**src/pkg/bpas_consts.svh**
```systemverilog
// constants of the beam position analog scaler
`ifndef BPAS_CONSTS_SVH
`define BPAS_CONSTS_SVH

// ****************************************************************
// register offsets
// ****************************************************************
`define BPAS_OFS_CTRL    8'h00
`define BPAS_OFS_CMD     8'h04
`define BPAS_OFS_BLANK   8'h08
`define BPAS_OFS_LOW     8'h0C
`define BPAS_OFS_HIGH    8'h10
`define BPAS_OFS_STEP    8'h14
`define BPAS_OFS_REF     8'h18
`define BPAS_OFS_STATUS  8'h1C
`define BPAS_OFS_CODE    8'h20

// ****************************************************************
// field positions
// ****************************************************************
`define BPAS_CTRL_RANGE   0
`define BPAS_CTRL_BOTTOM  1
`define BPAS_CTRL_WEBDEP  2
`define BPAS_CMD_UP       0
`define BPAS_CMD_DOWN     1
`define BPAS_CMD_ENTER    2
`define BPAS_CMD_T_FULL   3
`define BPAS_CMD_T_ZERO   4
`define BPAS_CMD_T_MID    5
`define BPAS_CMD_LOW_INC  6
`define BPAS_CMD_LOW_DEC  7
`define BPAS_CMD_HIGH_INC 8
`define BPAS_CMD_HIGH_DEC 9
`define BPAS_CMD_STEP_INC 10
`define BPAS_CMD_STEP_DEC 11

// ****************************************************************
// reset values and output codes
// ****************************************************************
`define BPAS_CTRL_RST  3'h0
`define BPAS_STEP_RST  16'h0020
`define BPAS_STEP_MAX  16'h7FFF
`define BPAS_STEP_MIN  16'h8001
`define BPAS_CODE_W    12
`define BPAS_V_MIN     12'h000
`define BPAS_V_MID     12'h7FF
`define BPAS_V_MAX     12'hFFF
`define BPAS_I_MIN     12'h333
`define BPAS_I_MID     12'h999
`define BPAS_I_MAX     12'hFFF

`endif

```
**src/pkg/bpas_pkg.sv**
```systemverilog
// types of the beam position analog scaler
package bpas_pkg;

    // ************************************************************
    // teach modes and divider states
    // ************************************************************
    typedef enum logic [1:0] {
        BPAS_MODE_POS  = 2'b00,
        BPAS_MODE_SIZE = 2'b01,
        BPAS_MODE_WEB  = 2'b10
    } bpas_mode_t;

    typedef enum logic {
        BPAS_DIV_IDLE = 1'b0,
        BPAS_DIV_RUN  = 1'b1
    } bpas_div_state_t;

endpackage : bpas_pkg

```
**src/pkg/bpas_eval_if.sv**
```systemverilog
// carrier of beam evaluation results
`timescale 1ns/1ps
interface bpas_eval_if #(parameter int VW = 6);
    logic [VW-1:0] top_idx;
    logic [VW-1:0] bot_idx;
    logic [VW-1:0] count;
    logic          any;

    modport prod (output top_idx, output bot_idx, output count,
                  output any);
    modport cons (input top_idx, input bot_idx, input count,
                  input any);
endinterface : bpas_eval_if

```
**src/logic/bpas_top.sv**
```systemverilog
// beam position analog scaler with apb register access
`timescale 1ns/1ps
`include "bpas_consts.svh"

// What this block does
// - top mode follows highest interrupted beam
// - bottom mode follows lowest interrupted beam
// - size mode follows interrupted beam count
// - full teach stores value for maximum code
// - zero teach stores value for minimum code
// - free web edge taught anywhere gives midscale
// - top entering web edge gives midscale
// - free web edge: top and bottom shifts move output oppositely
// - mid teach stores web edge reference
// - endpoint trims only after position teach
// - signed step trims only after web teach
// - range select picks voltage or current span
// - mode chosen by up down, enter commits
// - blanked beams ignored in evaluation
module bpas_top #(
    parameter int NBEAMS = 32,
    parameter int VW     = 6,
    parameter int SW     = 16
) (
    input  wire logic               mclk_i,
    input  wire logic               reset_i,
    input  wire logic               ce_i,
    input  wire logic               psel_i,
    input  wire logic               penable_i,
    input  wire logic               pwrite_i,
    input  wire logic [7:0]         paddr_i,
    input  wire logic [31:0]        pwdata_i,
    output logic [31:0]             prdata_o,
    output logic                    pready_o,
    output logic                    pslverr_o,
    input  wire logic [NBEAMS-1:0]  beams_i,
    output logic [11:0]             analog_code_o,
    output logic                    range_current_o,
    output bpas_pkg::bpas_mode_t    mode_o
);
    import bpas_pkg::*;

    localparam int CW = `BPAS_CODE_W;
    localparam int NW = VW + CW;

    // ************************************************************
    // address decode
    // ************************************************************
    function automatic logic hit(input logic [7:0] a);
        case (a)
            `BPAS_OFS_CTRL, `BPAS_OFS_CMD, `BPAS_OFS_BLANK,
            `BPAS_OFS_LOW, `BPAS_OFS_HIGH, `BPAS_OFS_STEP,
            `BPAS_OFS_REF, `BPAS_OFS_STATUS,
            `BPAS_OFS_CODE: hit = 1'b1;
            default:        hit = 1'b0;
        endcase
    endfunction : hit

    function automatic logic [VW-1:0] mag(input logic [VW:0] v);
        logic [VW:0] n;
        n   = v[VW] ? (~v + 1'b1) : v;
        mag = n[VW-1:0];
    endfunction : mag

    logic              rd_ok_reg;
    logic              wr_en;
    logic [31:0]       rd_word;
    logic [31:0]       cmd;
    logic [2:0]        ctrl_reg;
    logic [NBEAMS-1:0] blank_reg;
    bpas_mode_t        mode_reg;
    bpas_mode_t        cand_reg;
    logic              pos_taught_reg;
    logic              web_taught_reg;
    logic [VW-1:0]     low_reg;
    logic [VW-1:0]     high_reg;
    logic [VW-1:0]     ref_top_reg;
    logic [VW-1:0]     ref_bot_reg;
    logic signed [SW-1:0] step_reg;
    logic [CW-1:0]     pos_code_reg;
    logic [CW-1:0]     code_reg;
    logic [31:0]       prdata_reg;

    bpas_eval_if #(.VW(VW)) ev ();

    // ************************************************************
    // apb slave
    // ************************************************************
    assign pready_o  = ce_i & psel_i & penable_i & (pwrite_i | rd_ok_reg);
    assign pslverr_o = pready_o & ~hit(paddr_i);
    assign wr_en     = pready_o & pwrite_i & hit(paddr_i);
    assign cmd       = (wr_en && paddr_i == `BPAS_OFS_CMD) ?
                       pwdata_i : 32'h0000_0000;
    assign prdata_o  = prdata_reg;

    always_ff @(posedge mclk_i) begin
        if (reset_i) begin
            rd_ok_reg  <= 1'b0;
            prdata_reg <= 32'h0000_0000;
        end else if (ce_i) begin
            rd_ok_reg <= psel_i & ~pwrite_i & ~pready_o;
            if (psel_i && !pwrite_i) begin
                prdata_reg <= hit(paddr_i) ? rd_word : 32'h0000_0000;
            end
        end
    end

    always_comb begin
        rd_word = 32'h0000_0000;
        case (paddr_i)
            `BPAS_OFS_CTRL:  rd_word[2:0] = ctrl_reg;
            `BPAS_OFS_BLANK: rd_word[NBEAMS-1:0] = blank_reg;
            `BPAS_OFS_LOW:   rd_word[VW-1:0] = low_reg;
            `BPAS_OFS_HIGH:  rd_word[VW-1:0] = high_reg;
            `BPAS_OFS_STEP:  rd_word[SW-1:0] = step_reg;
            `BPAS_OFS_REF: begin
                rd_word[VW-1:0]     = ref_top_reg;
                rd_word[VW+15:16]   = ref_bot_reg;
            end
            `BPAS_OFS_STATUS: begin
                rd_word[1:0]        = mode_reg;
                rd_word[3:2]        = cand_reg;
                rd_word[4]          = pos_taught_reg;
                rd_word[5]          = web_taught_reg;
                rd_word[6]          = ev.any;
                rd_word[VW+7:8]     = ev.count;
                rd_word[VW+15:16]   = ev.top_idx;
                rd_word[VW+23:24]   = ev.bot_idx;
            end
            `BPAS_OFS_CODE:  rd_word[CW-1:0] = code_reg;
            default:         rd_word = 32'h0000_0000;
        endcase
    end

    // ************************************************************
    // configuration registers
    // ************************************************************
    always_ff @(posedge mclk_i) begin
        if (reset_i) begin
            ctrl_reg  <= `BPAS_CTRL_RST;
            blank_reg <= '0;
        end else if (ce_i && wr_en) begin
            if (paddr_i == `BPAS_OFS_CTRL) begin
                ctrl_reg <= pwdata_i[2:0];
            end
            if (paddr_i == `BPAS_OFS_BLANK) begin
                blank_reg <= pwdata_i[NBEAMS-1:0];
            end
        end
    end

    // ************************************************************
    // beam evaluation
    // ************************************************************
    bpas_beam_eval #(.NBEAMS(NBEAMS), .VW(VW)) u_eval (
        .mclk_i  (mclk_i),
        .reset_i (reset_i),
        .ce_i    (ce_i),
        .beams_i (beams_i),
        .blank_i (blank_reg),
        .res     (ev.prod)
    );

    // ************************************************************
    // mode selection
    // ************************************************************
    always_ff @(posedge mclk_i) begin
        if (reset_i) begin
            cand_reg <= BPAS_MODE_POS;
            mode_reg <= BPAS_MODE_POS;
        end else if (ce_i) begin
            if (cmd[`BPAS_CMD_UP]) begin
                case (cand_reg)
                    BPAS_MODE_POS:  cand_reg <= BPAS_MODE_SIZE;
                    BPAS_MODE_SIZE: cand_reg <= BPAS_MODE_WEB;
                    default:        cand_reg <= BPAS_MODE_POS;
                endcase
            end else if (cmd[`BPAS_CMD_DOWN]) begin
                case (cand_reg)
                    BPAS_MODE_WEB:  cand_reg <= BPAS_MODE_SIZE;
                    BPAS_MODE_SIZE: cand_reg <= BPAS_MODE_POS;
                    default:        cand_reg <= BPAS_MODE_WEB;
                endcase
            end
            if (cmd[`BPAS_CMD_ENTER]) begin
                mode_reg <= cand_reg;
            end
        end
    end

    assign mode_o          = mode_reg;
    assign range_current_o = ctrl_reg[`BPAS_CTRL_RANGE];

    // ************************************************************
    // teach and trim
    // ************************************************************
    logic          pos_mode;
    logic [VW-1:0] val_now;

    assign pos_mode = mode_reg != BPAS_MODE_WEB;
    assign val_now  = (mode_reg == BPAS_MODE_SIZE) ? ev.count :
                      ctrl_reg[`BPAS_CTRL_BOTTOM] ? ev.bot_idx :
                      ev.top_idx;

    always_ff @(posedge mclk_i) begin
        if (reset_i) begin
            low_reg        <= '0;
            high_reg       <= VW'(NBEAMS - 1);
            pos_taught_reg <= 1'b0;
        end else if (ce_i) begin
            if (pos_mode && cmd[`BPAS_CMD_T_FULL]) begin
                high_reg       <= val_now;
                pos_taught_reg <= 1'b1;
            end else if (pos_taught_reg && pos_mode) begin
                if (cmd[`BPAS_CMD_HIGH_INC] && high_reg != VW'(NBEAMS))
                    high_reg <= high_reg + VW'(1);
                else if (cmd[`BPAS_CMD_HIGH_DEC] && high_reg != '0)
                    high_reg <= high_reg - VW'(1);
            end
            if (pos_mode && cmd[`BPAS_CMD_T_ZERO]) begin
                low_reg        <= val_now;
                pos_taught_reg <= 1'b1;
            end else if (pos_taught_reg && pos_mode) begin
                if (cmd[`BPAS_CMD_LOW_INC] && low_reg != VW'(NBEAMS))
                    low_reg <= low_reg + VW'(1);
                else if (cmd[`BPAS_CMD_LOW_DEC] && low_reg != '0)
                    low_reg <= low_reg - VW'(1);
            end
        end
    end

    always_ff @(posedge mclk_i) begin
        if (reset_i) begin
            ref_top_reg    <= '0;
            ref_bot_reg    <= '0;
            web_taught_reg <= 1'b0;
            step_reg       <= `BPAS_STEP_RST;
        end else if (ce_i) begin
            if (!pos_mode && cmd[`BPAS_CMD_T_MID]) begin
                ref_top_reg    <= ev.top_idx;
                ref_bot_reg    <= ev.bot_idx;
                web_taught_reg <= 1'b1;
            end else if (web_taught_reg && !pos_mode) begin
                if (cmd[`BPAS_CMD_STEP_INC] && step_reg != `BPAS_STEP_MAX)
                    step_reg <= step_reg + SW'(1);
                else if (cmd[`BPAS_CMD_STEP_DEC] &&
                         step_reg != `BPAS_STEP_MIN)
                    step_reg <= step_reg - SW'(1);
            end
        end
    end

    // ************************************************************
    // span selection
    // ************************************************************
    logic [CW-1:0] c_min;
    logic [CW-1:0] c_max;
    logic [CW-1:0] c_mid;

    assign c_min = ctrl_reg[`BPAS_CTRL_RANGE] ? `BPAS_I_MIN :
                   `BPAS_V_MIN;
    assign c_max = ctrl_reg[`BPAS_CTRL_RANGE] ? `BPAS_I_MAX :
                   `BPAS_V_MAX;
    assign c_mid = ctrl_reg[`BPAS_CTRL_RANGE] ? `BPAS_I_MID :
                   `BPAS_V_MID;

    // ************************************************************
    // position and size interpolation
    // ************************************************************
    logic [VW:0]   num;
    logic [VW:0]   den;
    logic [VW-1:0] num_m;
    logic [VW-1:0] den_m;
    logic [NW-1:0] dividend;
    logic [NW-1:0] quot;
    logic [CW-1:0] span;
    logic [1:0]    sel_next;
    logic [1:0]    sel_reg;
    logic [CW-1:0] min_reg;
    logic [CW-1:0] max_reg;
    logic          div_busy;
    logic          div_done;

    assign num      = {1'b0, val_now} - {1'b0, low_reg};
    assign den      = {1'b0, high_reg} - {1'b0, low_reg};
    assign num_m    = mag(num);
    assign den_m    = mag(den);
    assign span     = c_max - c_min;
    assign dividend = NW'(num_m * span);

    always_comb begin
        sel_next = 2'd0;
        if (den == '0) begin
            sel_next = num[VW] ? 2'd1 : 2'd2;
        end else if (num == '0 || num[VW] != den[VW]) begin
            sel_next = 2'd1;
        end else if (num_m >= den_m) begin
            sel_next = 2'd2;
        end
    end

    bpas_div #(.NW(NW), .DW(VW)) u_div (
        .mclk_i     (mclk_i),
        .reset_i    (reset_i),
        .ce_i       (ce_i),
        .start_i    (!div_busy),
        .dividend_i (dividend),
        .divisor_i  (den_m),
        .busy_o     (div_busy),
        .done_o     (div_done),
        .quot_o     (quot)
    );

    always_ff @(posedge mclk_i) begin
        if (reset_i) begin
            sel_reg      <= 2'd1;
            min_reg      <= `BPAS_V_MIN;
            max_reg      <= `BPAS_V_MAX;
            pos_code_reg <= `BPAS_V_MIN;
        end else if (ce_i) begin
            if (!div_busy) begin
                sel_reg <= sel_next;
                min_reg <= c_min;
                max_reg <= c_max;
            end
            if (div_done) begin
                case (sel_reg)
                    2'd1:    pos_code_reg <= min_reg;
                    2'd2:    pos_code_reg <= max_reg;
                    default: pos_code_reg <= min_reg + quot[CW-1:0];
                endcase
            end
        end
    end

    // ************************************************************
    // web edge output
    // ************************************************************
    logic signed [VW+2:0]    d_top;
    logic signed [VW+2:0]    d_bot;
    logic signed [VW+2:0]    delta;
    logic signed [SW+VW+2:0] prod;
    logic signed [SW+VW+3:0] web_sum;
    logic [CW-1:0]           web_code;

    assign d_top = $signed({3'b000, ev.top_idx}) -
                   $signed({3'b000, ref_top_reg});
    assign d_bot = $signed({3'b000, ev.bot_idx}) -
                   $signed({3'b000, ref_bot_reg});
    // dependent edge: top stays at the field top, bottom edge counts
    assign delta = ctrl_reg[`BPAS_CTRL_WEBDEP] ? d_bot :
                   d_bot - d_top;
    assign prod    = step_reg * delta;
    assign web_sum = $signed({{(SW+VW+4-CW){1'b0}}, c_mid}) +
                     (SW+VW+4)'(prod);

    always_comb begin
        if (web_sum < $signed({{(SW+VW+4-CW){1'b0}}, c_min}))
            web_code = c_min;
        else if (web_sum > $signed({{(SW+VW+4-CW){1'b0}}, c_max}))
            web_code = c_max;
        else
            web_code = web_sum[CW-1:0];
    end

    // ************************************************************
    // output code
    // ************************************************************
    always_ff @(posedge mclk_i) begin
        if (reset_i) begin
            code_reg <= `BPAS_V_MIN;
        end else if (ce_i) begin
            if (!pos_mode)
                code_reg <= web_code;
            else
                code_reg <= pos_code_reg;
        end
    end

    assign analog_code_o = code_reg;

endmodule : bpas_top

```
**src/logic/bpas_beam_eval.sv**
```systemverilog
// beam pattern evaluation: edges and count of interrupted beams
`timescale 1ns/1ps
module bpas_beam_eval #(
    parameter int NBEAMS = 32,
    parameter int VW     = 6
) (
    input  wire logic              mclk_i,
    input  wire logic              reset_i,
    input  wire logic              ce_i,
    input  wire logic [NBEAMS-1:0] beams_i,
    input  wire logic [NBEAMS-1:0] blank_i,
    bpas_eval_if.prod              res
);
    import bpas_pkg::*;

    logic [NBEAMS-1:0] eff;
    logic [VW-1:0]     top_next;
    logic [VW-1:0]     bot_next;
    logic [VW-1:0]     cnt_next;

    assign eff = beams_i & ~blank_i;

    always_comb begin
        top_next = '0;
        bot_next = '0;
        cnt_next = '0;
        for (int i = 0; i < NBEAMS; i++) begin
            if (eff[i]) begin
                top_next = VW'(i);
                cnt_next = cnt_next + VW'(1);
            end
        end
        for (int i = NBEAMS - 1; i >= 0; i--) begin
            if (eff[i]) begin
                bot_next = VW'(i);
            end
        end
    end

    always_ff @(posedge mclk_i) begin
        if (reset_i) begin
            res.top_idx <= '0;
            res.bot_idx <= '0;
            res.count   <= '0;
            res.any     <= 1'b0;
        end else if (ce_i) begin
            res.top_idx <= top_next;
            res.bot_idx <= bot_next;
            res.count   <= cnt_next;
            res.any     <= |eff;
        end
    end
endmodule : bpas_beam_eval

```
**src/logic/bpas_div.sv**
```systemverilog
// restoring serial divider for the interpolation
`timescale 1ns/1ps
module bpas_div #(
    parameter int NW = 18,
    parameter int DW = 6
) (
    input  wire logic          mclk_i,
    input  wire logic          reset_i,
    input  wire logic          ce_i,
    input  wire logic          start_i,
    input  wire logic [NW-1:0] dividend_i,
    input  wire logic [DW-1:0] divisor_i,
    output logic               busy_o,
    output logic               done_o,
    output logic [NW-1:0]      quot_o
);
    import bpas_pkg::*;

    localparam int CW = $clog2(NW) + 1;

    bpas_div_state_t state_reg;
    logic [CW-1:0]   cnt_reg;
    logic [NW-1:0]   dvd_reg;
    logic [DW-1:0]   dsr_reg;
    logic [DW:0]     rem_reg;
    logic [DW:0]     rem_sh;
    logic            fits;

    assign rem_sh = {rem_reg[DW-1:0], dvd_reg[NW-1]};
    assign fits   = rem_sh >= {1'b0, dsr_reg};
    assign busy_o = state_reg == BPAS_DIV_RUN;

    always_ff @(posedge mclk_i) begin
        if (reset_i) begin
            state_reg <= BPAS_DIV_IDLE;
            cnt_reg   <= '0;
            dvd_reg   <= '0;
            dsr_reg   <= '0;
            rem_reg   <= '0;
            quot_o    <= '0;
            done_o    <= 1'b0;
        end else if (ce_i) begin
            done_o <= 1'b0;
            case (state_reg)
                BPAS_DIV_IDLE: begin
                    if (start_i) begin
                        dvd_reg   <= dividend_i;
                        dsr_reg   <= divisor_i;
                        rem_reg   <= '0;
                        cnt_reg   <= '0;
                        state_reg <= BPAS_DIV_RUN;
                    end
                end
                BPAS_DIV_RUN: begin
                    rem_reg <= fits ? rem_sh - {1'b0, dsr_reg} : rem_sh;
                    dvd_reg <= {dvd_reg[NW-2:0], fits};
                    cnt_reg <= cnt_reg + CW'(1);
                    if (cnt_reg == CW'(NW - 1)) begin
                        quot_o    <= {dvd_reg[NW-2:0], fits};
                        done_o    <= 1'b1;
                        state_reg <= BPAS_DIV_IDLE;
                    end
                end
                default: state_reg <= BPAS_DIV_IDLE;
            endcase
        end
    end
endmodule : bpas_div

```
**config.mk**
```make
export PLATFORM = sky130hd
export DESIGN_NAME = bpas_top
export DESIGN_NICKNAME = d
export VERILOG_FILES = /design/src/pkg/bpas_pkg.sv /design/src/pkg/bpas_eval_if.sv /design/src/logic/bpas_top.sv /design/src/logic/bpas_beam_eval.sv /design/src/logic/bpas_div.sv
export VERILOG_INCLUDE_DIRS = /design/src /design/src/pkg
export SDC_FILE = /design/constraint.sdc
export NUM_CORES = 1
export LEC_CHECK = 0
export ABC_CLOCK_PERIOD_IN_PS = 19650
export BUFFER_PORTS_ARGS = -buffer_cell sky130_fd_sc_hd__buf_2
export CAP_MARGIN = 20
export CORE_MARGIN = 2
export CORE_UTILIZATION = 45
export CTS_CLUSTER_DIAMETER = 50
export DETAILED_ROUTE_END_ITERATION = 12
export GPL_ROUTABILITY_DRIVEN = 0
export GPL_TIMING_DRIVEN = 0
export PLACE_DENSITY = 0.67
export SLEW_MARGIN = 20
export SYNTH_ARGS = -nofsm -noshare
export SYNTH_HDL_FRONTEND = slang
export SYNTH_SLANG_ARGS = --single-unit
```
**constraint.sdc**
```tcl
create_clock -name mclk_i -period 19.65 [get_ports mclk_i]
set_input_delay 0 -clock mclk_i [delete_from_list [all_inputs] [get_ports mclk_i]]
set_output_delay 0 -clock mclk_i [all_outputs]
set_load 0.005 [all_outputs]
```
Word level (Yosys, flattened, before mapping)
Cells that the tools add are included.
{"block": "classes", "bitwise": 18, "add_sub_neg": 49, "mux": 151, "magnitude_cmp": 4, "reduce_logical": 45, "mul": 2, "eq_ne": 20}
{"operator": "two-way mux 6 bit", "n": 44}
{"operator": "two-way mux 5 bit", "n": 48}
{"operator": "adder 6 x 1 -> 6 bit (second input constant)", "n": 35}
{"operator": "two-way mux 12 bit", "n": 5}
{"operator": "case mux 18 bit (2 select lines)", "n": 1}
{"operator": "case mux 6 bit (2 select lines)", "n": 3}
{"operator": "AND 32 bit", "n": 1}
{"operator": "== test 8 x 5 -> 1 bit (second input constant)", "n": 4}
{"operator": "two-way mux 16 bit", "n": 2}
{"operator": "two-way mux 32 bit", "n": 1}
{"operator": "two-way mux 4 bit", "n": 8}
{"operator": "NOT 32 bit", "n": 1}
{"operator": "OR reduction 32 bit", "n": 1}
{"operator": "subtractor 6 x 6 -> 7 bit", "n": 4}
{"operator": "adder 13 x 25 -> 26 bit", "n": 1}
{"operator": "greater-than comparator 26 x 13 -> 1 bit (second input constant)", "n": 1}
{"operator": "< comparator 26 x 11 -> 1 bit", "n": 1}
{"operator": "multiplier 16 x 9 -> 25 bit", "n": 1}
{"operator": "case mux 12 bit (2 select lines)", "n": 1}
{"operator": "case mux 3 bit (8 select lines)", "n": 1}
{"operator": "case mux 3 bit (7 select lines)", "n": 1}
{"operator": "two-way mux 2 bit", "n": 10}
{"operator": "multiplier 6 x 12 -> 18 bit", "n": 1}
{"operator": "case mux 6 bit (3 select lines)", "n": 1}
{"operator": "48 further kinds", "n": 112}
{"block": "word_totals", "wordCells": 317, "input_bits": 78, "ff_bits": 221}

Logic depth before layout (Yosys ltp)
Gate-level depths: netlist (run 1).
{"block": "depth", "word_depth": 65, "ltp_mapped": 97, "ltp_nobuf": 97}

Hierarchy
Synthesis (run 1) repeated with hierarchy kept, for this count alone.
{"block": "unflattened", "hier_cells": 3227, "area_unflattened_um2": 25682.1}
{"module": "bpas_top", "area_each_um2": 16629.7, "n_inst": 1, "cells_each": 2046}
{"module": "bpas_beam_eval", "area_each_um2": 6438.7, "n_inst": 1, "cells_each": 879}
{"module": "bpas_div", "area_each_um2": 2613.8, "n_inst": 1, "cells_each": 302}

Worst setup path after synthesis (run 1)
Ideal clock, no wire load.
{"block": "synth_path", "path_kind": "register -> register", "startpoint": "reg blank_reg[1]", "endpoint": "reg u_eval.res.count[5]", "path_buffers": 0, "arrival_time_ps": 15242, "t_required_ps": 19522, "path_slack_ps": 4281, "period_less_slack_ps": 15369, "setup_ps": 128, "path_stages_with_launch": 92, "cell_sequence": "dfxtp_1 -> nor2b_1 -> inv_1 -> ha_1 -> xnor2_4 -> inv_1 -> ha_1 -> nor2_1 -> nor2_1 -> xnor2_1 -> mux2_2 -> ha_1 -> mux2i_1 -> o31ai_1 -> xor2_1 -> nand2_1 -> o21ai_0 -> ha_1 -> (+56 left out) -> a21oi_1 -> ha_1 -> a21oi_1 -> o21a_1 -> inv_1 -> ha_1 -> nand2_1 -> o21ai_0 -> ha_1 -> nand2_1 -> or3b_2 -> mux2i_2 -> nor2_1 -> maj3_2 -> mux2i_1 -> xnor2_1 -> mux2i_1 -> nor2_1"}
{"block": "synth_between", "elab_chain_cells": 63}
{"item": "start, declared", "line_no": "bpas_top.sv:70", "source": "logic [NBEAMS-1:0] blank_reg;"}
{"item": "start signal, assigned", "line_no": "bpas_top.sv:147", "source": "blank_reg <= pwdata_i[NBEAMS-1:0];"}
{"item": "NOT 32 bit *", "line_no": "bpas_beam_eval.sv:21", "source": "assign eff = beams_i & ~blank_i;"}
{"item": "AND 32 bit *", "line_no": "bpas_beam_eval.sv:21"}
{"item": "two-way mux 6 bit *", "line_no": "bpas_beam_eval.sv:28", "source": "if (eff[i]) begin"}
{"item": "adder 6 x 1 -> 6 bit", "line_no": "bpas_beam_eval.sv:30", "source": "cnt_next = cnt_next + VW'(1);"}
{"item": "two-way mux 6 bit *", "line_no": "bpas_beam_eval.sv:28"}
{"item": "adder 6 x 1 -> 6 bit", "line_no": "bpas_beam_eval.sv:30"}
{"item": "two-way mux 6 bit *", "line_no": "bpas_beam_eval.sv:28"}
{"item": "adder 6 x 1 -> 6 bit", "line_no": "bpas_beam_eval.sv:30"}
{"item": "(+47 left out)"}
{"item": "adder 6 x 1 -> 6 bit", "line_no": "bpas_beam_eval.sv:30"}
{"item": "two-way mux 6 bit *", "line_no": "bpas_beam_eval.sv:28"}
{"item": "adder 6 x 1 -> 6 bit", "line_no": "bpas_beam_eval.sv:30"}
{"item": "two-way mux 6 bit *", "line_no": "bpas_beam_eval.sv:28"}
{"item": "adder 6 x 1 -> 6 bit", "line_no": "bpas_beam_eval.sv:30"}
{"item": "two-way mux 6 bit *", "line_no": "bpas_beam_eval.sv:28"}
{"item": "adder 6 x 1 -> 6 bit", "line_no": "bpas_beam_eval.sv:30"}
{"item": "two-way mux 6 bit *", "line_no": "bpas_beam_eval.sv:28"}
{"item": "end signal, assigned", "line_no": "bpas_beam_eval.sv:49", "source": "res.count <= cnt_next;"}
{"item": "end, declared", "line_no": "bpas_eval_if.sv:9", "source": "modport prod (output top_idx, output bot_idx, output count,"}
Every way passes the cells marked *; elsewhere a longest branch is shown, timed or not.
A chain may end at the register's enable or synchronous reset.

Final worst setup path (run 1)
{"block": "layout_path", "startpoint": "reg blank_reg[0]", "endpoint": "reg u_eval.res.count[5]"}
{"block": "layout_between", "elab_chain_cells": 65}
{"item": "NOT 32 bit *", "line_no": "bpas_beam_eval.sv:21"}
{"item": "AND 32 bit *", "line_no": "bpas_beam_eval.sv:21"}
{"item": "two-way mux 1 bit *", "line_no": "bpas_beam_eval.sv:28"}
{"item": "adder 1 x 1 -> 2 bit", "line_no": "bpas_beam_eval.sv:30"}
{"item": "two-way mux 6 bit *", "line_no": "bpas_beam_eval.sv:28"}
{"item": "adder 6 x 1 -> 6 bit", "line_no": "bpas_beam_eval.sv:30"}
{"item": "two-way mux 6 bit *", "line_no": "bpas_beam_eval.sv:28"}
{"item": "adder 6 x 1 -> 6 bit", "line_no": "bpas_beam_eval.sv:30"}
{"item": "(+49 left out)"}
{"item": "adder 6 x 1 -> 6 bit", "line_no": "bpas_beam_eval.sv:30"}
{"item": "two-way mux 6 bit *", "line_no": "bpas_beam_eval.sv:28"}
{"item": "adder 6 x 1 -> 6 bit", "line_no": "bpas_beam_eval.sv:30"}
{"item": "two-way mux 6 bit *", "line_no": "bpas_beam_eval.sv:28"}
{"item": "adder 6 x 1 -> 6 bit", "line_no": "bpas_beam_eval.sv:30"}
{"item": "two-way mux 6 bit *", "line_no": "bpas_beam_eval.sv:28"}
{"item": "adder 6 x 1 -> 6 bit", "line_no": "bpas_beam_eval.sv:30"}
{"item": "two-way mux 6 bit *", "line_no": "bpas_beam_eval.sv:28"}
Marks and branches as above.

==> flow_summary.toml, run 1 <==
[sta]
setup_viol = 0
worst_slack_ns = 2.04
hold_slack_ns = 0.0184
final-hold-violation-count = 0
fmax_mhz = 56.8
tightest_slew_ns = 1.12
setup_tns_ns = 0
period_minus_slack_ns = 17.61
rsz0062_at_grt = "false"
slew_viol_final = 0
relSlewSlack_pct = 24.5
timing.final.crit_share_pct = 89.6
skew_ns = 0.0209

[synthesis]
postSynthAreaPerCell_sq_um = 7.96
syn_inst = 2992
netlist_area_sq_um = 23800
synth_cell_type_count = 91
seq_area_frac_synth_pct = 17.3
ys.flop_type = "dfxtp_1"
synth_warnings = 0
async_reset_ff_share_pct = 0
synth_edf_count = 0
synth_nets = 3437
synth.ff_latch_count = 206

[placement]
hpwlAfterDp_mm = 58.4
place_inst = 3807
post-place-ws_ns = 2.25
numPortBuffers = 125

[grt]
grt-busiest-layer = "met2"
met1_usage_pct = 36.4
grt_pass1_vias = 20600
antenna_found_initial = 3
grt_pass1_wl_mm = 113
met3_usage_pct = 3.36
overflow = 0
grt_max_degree = 19
met2_usage_pct = 41.8
grt_use_total_pct = 26.2

[clock_network]
clock_path_buffers = 3
htree_levels = 1
cts-root-buf = "clkbuf_16"
path_clk_slew_ns = 0.06
numCtsBuffers = 28
hold_buffers = 37
clock_sinks = 206
cts_resized = 0
clk_latency_ns = 0.55
cts_tree = "built"
post_cts_buffers = 0

[floorplanning]
ioPinCount = 127
fp.dieH_microns = 234
die_w_microns = 234
num_rows = 84
start_util_pct = 45.4
dieArea_sq_um = 54800
core_sq_um = 52400

[flow_run]
drv_cap = 0

[critical_path]
critPathArrivalTime_ns = 18.01
crit_fanout = 7
crit_required_ns = 20.05
cp-start-kind = "register"
crit_top_cell = "ha_1"
critical_path_class = "reg -> reg"
reg2regPathDepth = 90
cp-end-kind = "register"
cp-startpoint = "blank_reg[0]$_SDFFE_PP0P_"
crit_path_max_incr_delay_ns = 0.50
worst_r2r_startpoint = "blank_reg[0]$_SDFFE_PP0P_"
cp_slowest_cell = "or3b_2"

[layout]
area_delta_synth_final_pct = 12.2
final_nets = 3631
stdcell_count = 3899
drive_gt1_share_pct = 7.20
num-fill-cells = 5104

[power_and_ir_drop]
power_mw = 5.69
p_per_area_nw_per_um2 = 213
vdd_ir_drop_max_mv = 0.563
p_leak_nw = 11.5

[status]
status = "finished clean"

[detailed_routing]
vias = 21800
wirelength_mm = 72.6
postRouteAntennaNets = 0
first_pass_iters = 7
post_drt_wl_per_cell_microns = 18.6
drc = 0
vias_per_cell = 5.60
drt_iter0_drc = 1962

[hold_path]
holdPathStages = 3
hp-start = "reset_i"
hold_class = "in -> reg"
-- synth_stat cells, types with 10 or more instances --
cell,instances,area [sq um]
a31oi_1,25,156
o21bai_1,38,285
and2_1,66,413
ha_1,201,2510
nand3b_1,12,90.1
a221oi_1,12,105
xnor2_1,156,1370
clkbuf_1,124,465
nor3_1,50,250
a22oi_1,15,113
nor4_1,15,93.8
a21oi_1,254,1270
fa_1,166,3320
inv_1,258,968
xnor2_4,10,275
mux2i_1,65,651
and3_1,11,68.8
o21ai_0,125,626
o211ai_1,29,218
nand2b_1,55,344
nor2_1,282,1060
nand3_1,59,295
nor2b_1,50,313
a21o_1,39,293
a222oi_1,12,120
xor2_1,71,622
nand2_1,349,1310
dfxtp_1,206,4120
nand4_1,17,106
a211oi_1,42,315
-- power by group --
part	internal (mW)	switching (mW)	total, mW
registers	0.445	0.0222	0.467
clock network	0.345	0.206	0.551
logic	2.04	2.63	4.67
total	2.83	2.86	5.69
-- through the flow --
step | cell area (sq um) | utilization [%]
2_1_floorplan | 23800 | -
3_3_place_gp | 25300 | 48.3
3_5_place_dp | 25300 | 48.3
4_1_cts | 26700 | 50.9
5_1_grt | 26700 | 50.9
6_report | 26700 | 51.0
-- critical path, delay by kind of cell (launching register included) --
kind / cells / cell delay (ns)
AOI/OAI and AO/OA: 21 / 4.06
muxes: 6 / 1.11
and+or+nand+nor: 27 / 3.63
DFF: 1 / 0.37
xor gates and xnor gates: 14 / 2.62
buffers and inverters: 5 / 0.42
adders and majority gates: 17 / 5.20
-- area by class of cell --
cell class | count | area [sq um] | area share (%)
multi-input combinational | 2386 | 18200 | 68.1
sequential | 206 | 4120 | 15.4
antenna | 3 | 7.51 | 0.0281
timing repair buffer | 164 | 1010 | 3.79
inverter | 264 | 991 | 3.71
tap | 688 | 861 | 3.22
clock inverter | 16 | 238 | 0.890
clock buffer | 36 | 772 | 2.89
buffer | 136 | 528 | 1.98
-- per-layer routing --
metal  vias up  wire, microns
met5         -             19
met4         4           2880
li1      10600              -
met3       148           5410
met1     10400          32100
met2       719          32200
-- layout by cell type, fill, tap and decap left out, types with 29 or more instances in the layout --
cell,Yosys,routed
nand2b_1,55,55
nor3_1,50,50
o211ai_1,29,29
nor2b_1,50,50
xnor2_1,156,156
nand2_1,349,349
dlygate4sd3_1,0,37
dfxtp_1,206,206
fa_1,166,166
buf_2,2,127
and2_1,66,66
a211oi_1,42,42
clkbuf_1,124,129
clkbuf_16,0,29
ha_1,201,201
mux2i_1,65,65
inv_1,258,258
a21o_1,39,39
o21bai_1,38,38
nor2_1,282,282
nand3_1,59,59
o21ai_0,125,125
xor2_1,71,71
a21oi_1,254,254
-- final timing paths --
check	endpoint	slack [ns]
setup / recovery	u_eval.res.count[5]$_SDFFE_PP0P_	2.04
hold / removal	sel_reg[1]$_SDFFE_PP0P_	0.02
setup reg to reg	u_eval.res.count[5]$_SDFFE_PP0P_	2.04
hold reg to reg	blank_reg[30]$_SDFFE_PP0P_	0.49
-- kinds of logic (layout without fill, tap and decap cells) --
family	after synthesis	count (layout)	share of synthesized area (%)
xor+xnor	259	259	11.4
flops	206	206	17.3
simple gates	1010	1010	19.7
fa+ha+maj	369	369	24.6
mux	72	72	3.07
other cells	0	3	0
compound gates	676	676	17.6
buf+inv	400	616	6.38
Power figures use the tool's default switching activity.
==> inputs of run 2 (changes only) <==
- SYNTH_HIERARCHICAL: default -> 1
==> run 2 against run 1 <==
Compared with the run above: worst hold slack better by 0.041 ns; setup slack got worse by 0.31 ns; routed wire length increased by 4.3%; sequential power hardly changed; sequential cell count rose by 2; clock power down 7.3%; clock skew grew 0.0039 ns; non-clock buffer count up 13; clock-buffer cell count did not move; area after synthesis is 7.0% higher; synthesized cell count grew 7.1%; die area up 6.8%.
==> flow_summary.toml, run 2 <==
[status]
status = "finished clean"

[critical_path]
worst_r2r_startpoint = "blank_reg[1]$_SDFFE_PP0P_"
critPathArrivalTime_ns = 18.38
critical_path_class = "reg -> reg"
cp-end-kind = "register"
reg2regPathDepth = 90
r2r_slack_ns = 1.72
crit_top_cell = "ha_1"
crit_fanout = 6
crit_path_max_incr_delay_ns = 0.52
reg2reg_to = "u_eval/res.count[4]$_SDFFE_PP0P_"
cp-start-kind = "register"
crit_required_ns = 20.11
cp_slowest_cell = "a41oi_1"

[layout]
num-fill-cells = 5540
final_area_sq_um = 28400
drive_gt1_share_pct = 8.17
multiInputGateArea_sq_um = 19600
regArea_sq_um = 4160
final_nets = 3845
final_cell_mix = "nand2_1 (368), inv_1 (302), nor2_1 (272)"
layout_commonest_cell = "nand2_1"
area_delta_synth_final_pct = 11.5

[sta]
tightest_slew_ns = 1.06
rsz0062_at_grt = "false"
final-hold-violation-count = 0
setup_tns_ns = 0
timing.final.crit_share_pct = 91.2
setup_viol = 0
slew_viol_final = 0
relSlewSlack_pct = 28.4
skew_ns = 0.0248
fmax_mhz = 55.8
hold_slack_ns = 0.0595
period_minus_slack_ns = 17.93

[clock_network]
clk_latency_ns = 0.56
clock_path_buffers = 3
htree_levels = 1
cts-root-buf = "clkbuf_16"
numCtsBuffers = 27
path_clk_slew_ns = 0.06
cts_resized = 0
cts_tree = "built"
post_cts_buffers = 0
clock_sinks = 208

[floorplanning]
core_sq_um = 56200
num_rows = 87
start_util_pct = 45.4
dieArea_sq_um = 58600
ioPinCount = 127
die_w_microns = 242
fp.dieH_microns = 242

[hold_path]
hold_class = "in -> reg"
holdPathStages = 5
hold-path-endpoint = "prdata_o[7]$_SDFFE_PP0P_"
hp-start = "psel_i"

[placement]
place_area_sq_um = 27100
hpwlAfterDp_mm = 61.1
numPortBuffers = 124

[detailed_routing]
drc = 0
vias_per_cell = 5.58
drt_iter0_drc = 1628
wirelength_mm = 75.7
vias = 23300
post_drt_wl_per_cell_microns = 18.1
first_pass_iters = 11
postRouteAntennaNets = 0

[flow_run]
drv_cap = 0

[grt]
grt_pass1_wl_mm = 121
overflow = 0
antenna_found_initial = 3
grt_pass1_vias = 22600
grt-busiest-layer = "met2"
grt_use_total_pct = 25.4
met2_usage_pct = 40.0
met1_usage_pct = 34.3
grt_max_degree = 19
met3_usage_pct = 5.14

[power_and_ir_drop]
vdd_ir_drop_max_mv = 0.521
power_mw = 5.59
p_leak_nw = 12.2
p_per_area_nw_per_um2 = 197

[synthesis]
syn_inst = 3203
synth_warnings = 6
postSynthAreaPerCell_sq_um = 7.96
netlist_area_sq_um = 25500
-- run 2: how the worst max path moves through the flow --
stage / startpoint / end / slack, ns / depth (start not counted)
after floorplan: blank_reg[1]$_SDFFE_PP0P_ / u_eval/res.count[4]$_SDFFE_PP0P_ / 4.35 / 90
after global placement: blank_reg[1]$_SDFFE_PP0P_ / u_eval/res.count[4]$_SDFFE_PP0P_ / 2.21 / 90
after detailed placement: blank_reg[1]$_SDFFE_PP0P_ / u_eval/res.count[4]$_SDFFE_PP0P_ / 2.11 / 90
after CTS: blank_reg[1]$_SDFFE_PP0P_ / u_eval/res.count[4]$_SDFFE_PP0P_ / 1.97 / 90
after global routing: blank_reg[1]$_SDFFE_PP0P_ / u_eval/res.count[4]$_SDFFE_PP0P_ / 0.15 / 90
final: blank_reg[1]$_SDFFE_PP0P_ / u_eval/res.count[4]$_SDFFE_PP0P_ / 1.72 / 90
-- run 2: power by group --
part / switching [mW] / internal, mW / total [mW]
clock: 0.200 / 0.311 / 0.511
sequential: 0.0179 / 0.446 / 0.464
combinational: 2.58 / 2.03 / 4.62
total: 2.80 / 2.79 / 5.59
-- run 2: per-layer routing --
layer	vias to the layer above	part of all wire (%)
met2	749	44
met1	11000	44
met3	176	7.8
met4	4	4.0
li1	11400	-
met5	-	0.033
-- run 2: metrics by stage --
stage / setup WS, ns / instances / util [%]
after floorplan: 4.35 / 3204 / -
after detailed placement: 2.11 / 4084 / 48.2
after global routing: 0.147 / 4173 / 50.6
after CTS: 1.97 / 4173 / 50.6
final: 1.72 / 4176 / 50.6
after global placement: 2.21 / 4084 / 48.2
-- run 2: cell type report --
cell class / count / area share (%)
antenna: 3 / 0.0264
buffer: 148 / 2.19
clock buffer: 36 / 2.67
clock inverter: 12 / 0.559
inverter: 305 / 4.04
multi-input combinational: 2543 / 68.9
sequential: 208 / 14.7
tap: 756 / 3.33
timing repair buffer: 165 / 3.63
-- run 2: critical path, delay by kind of cell, from the launching register on --
kind	cells	cell delay (ns)
buffers and inverters	3	0.21
XOR/XNOR	12	2.15
multiplexers	6	1.39
adder cells (fa/ha/maj)	16	4.69
AND/OR/NAND/NOR	26	3.61
flip-flops	1	0.38
AO/OA/AOI/OAI	27	5.40
-- run 2: repair_timing --
item	4_1_cts	5_1_grt
hold buffers	41	0
endpoints found under the hold margin	64	0
endpoints found under the setup margin	0	0
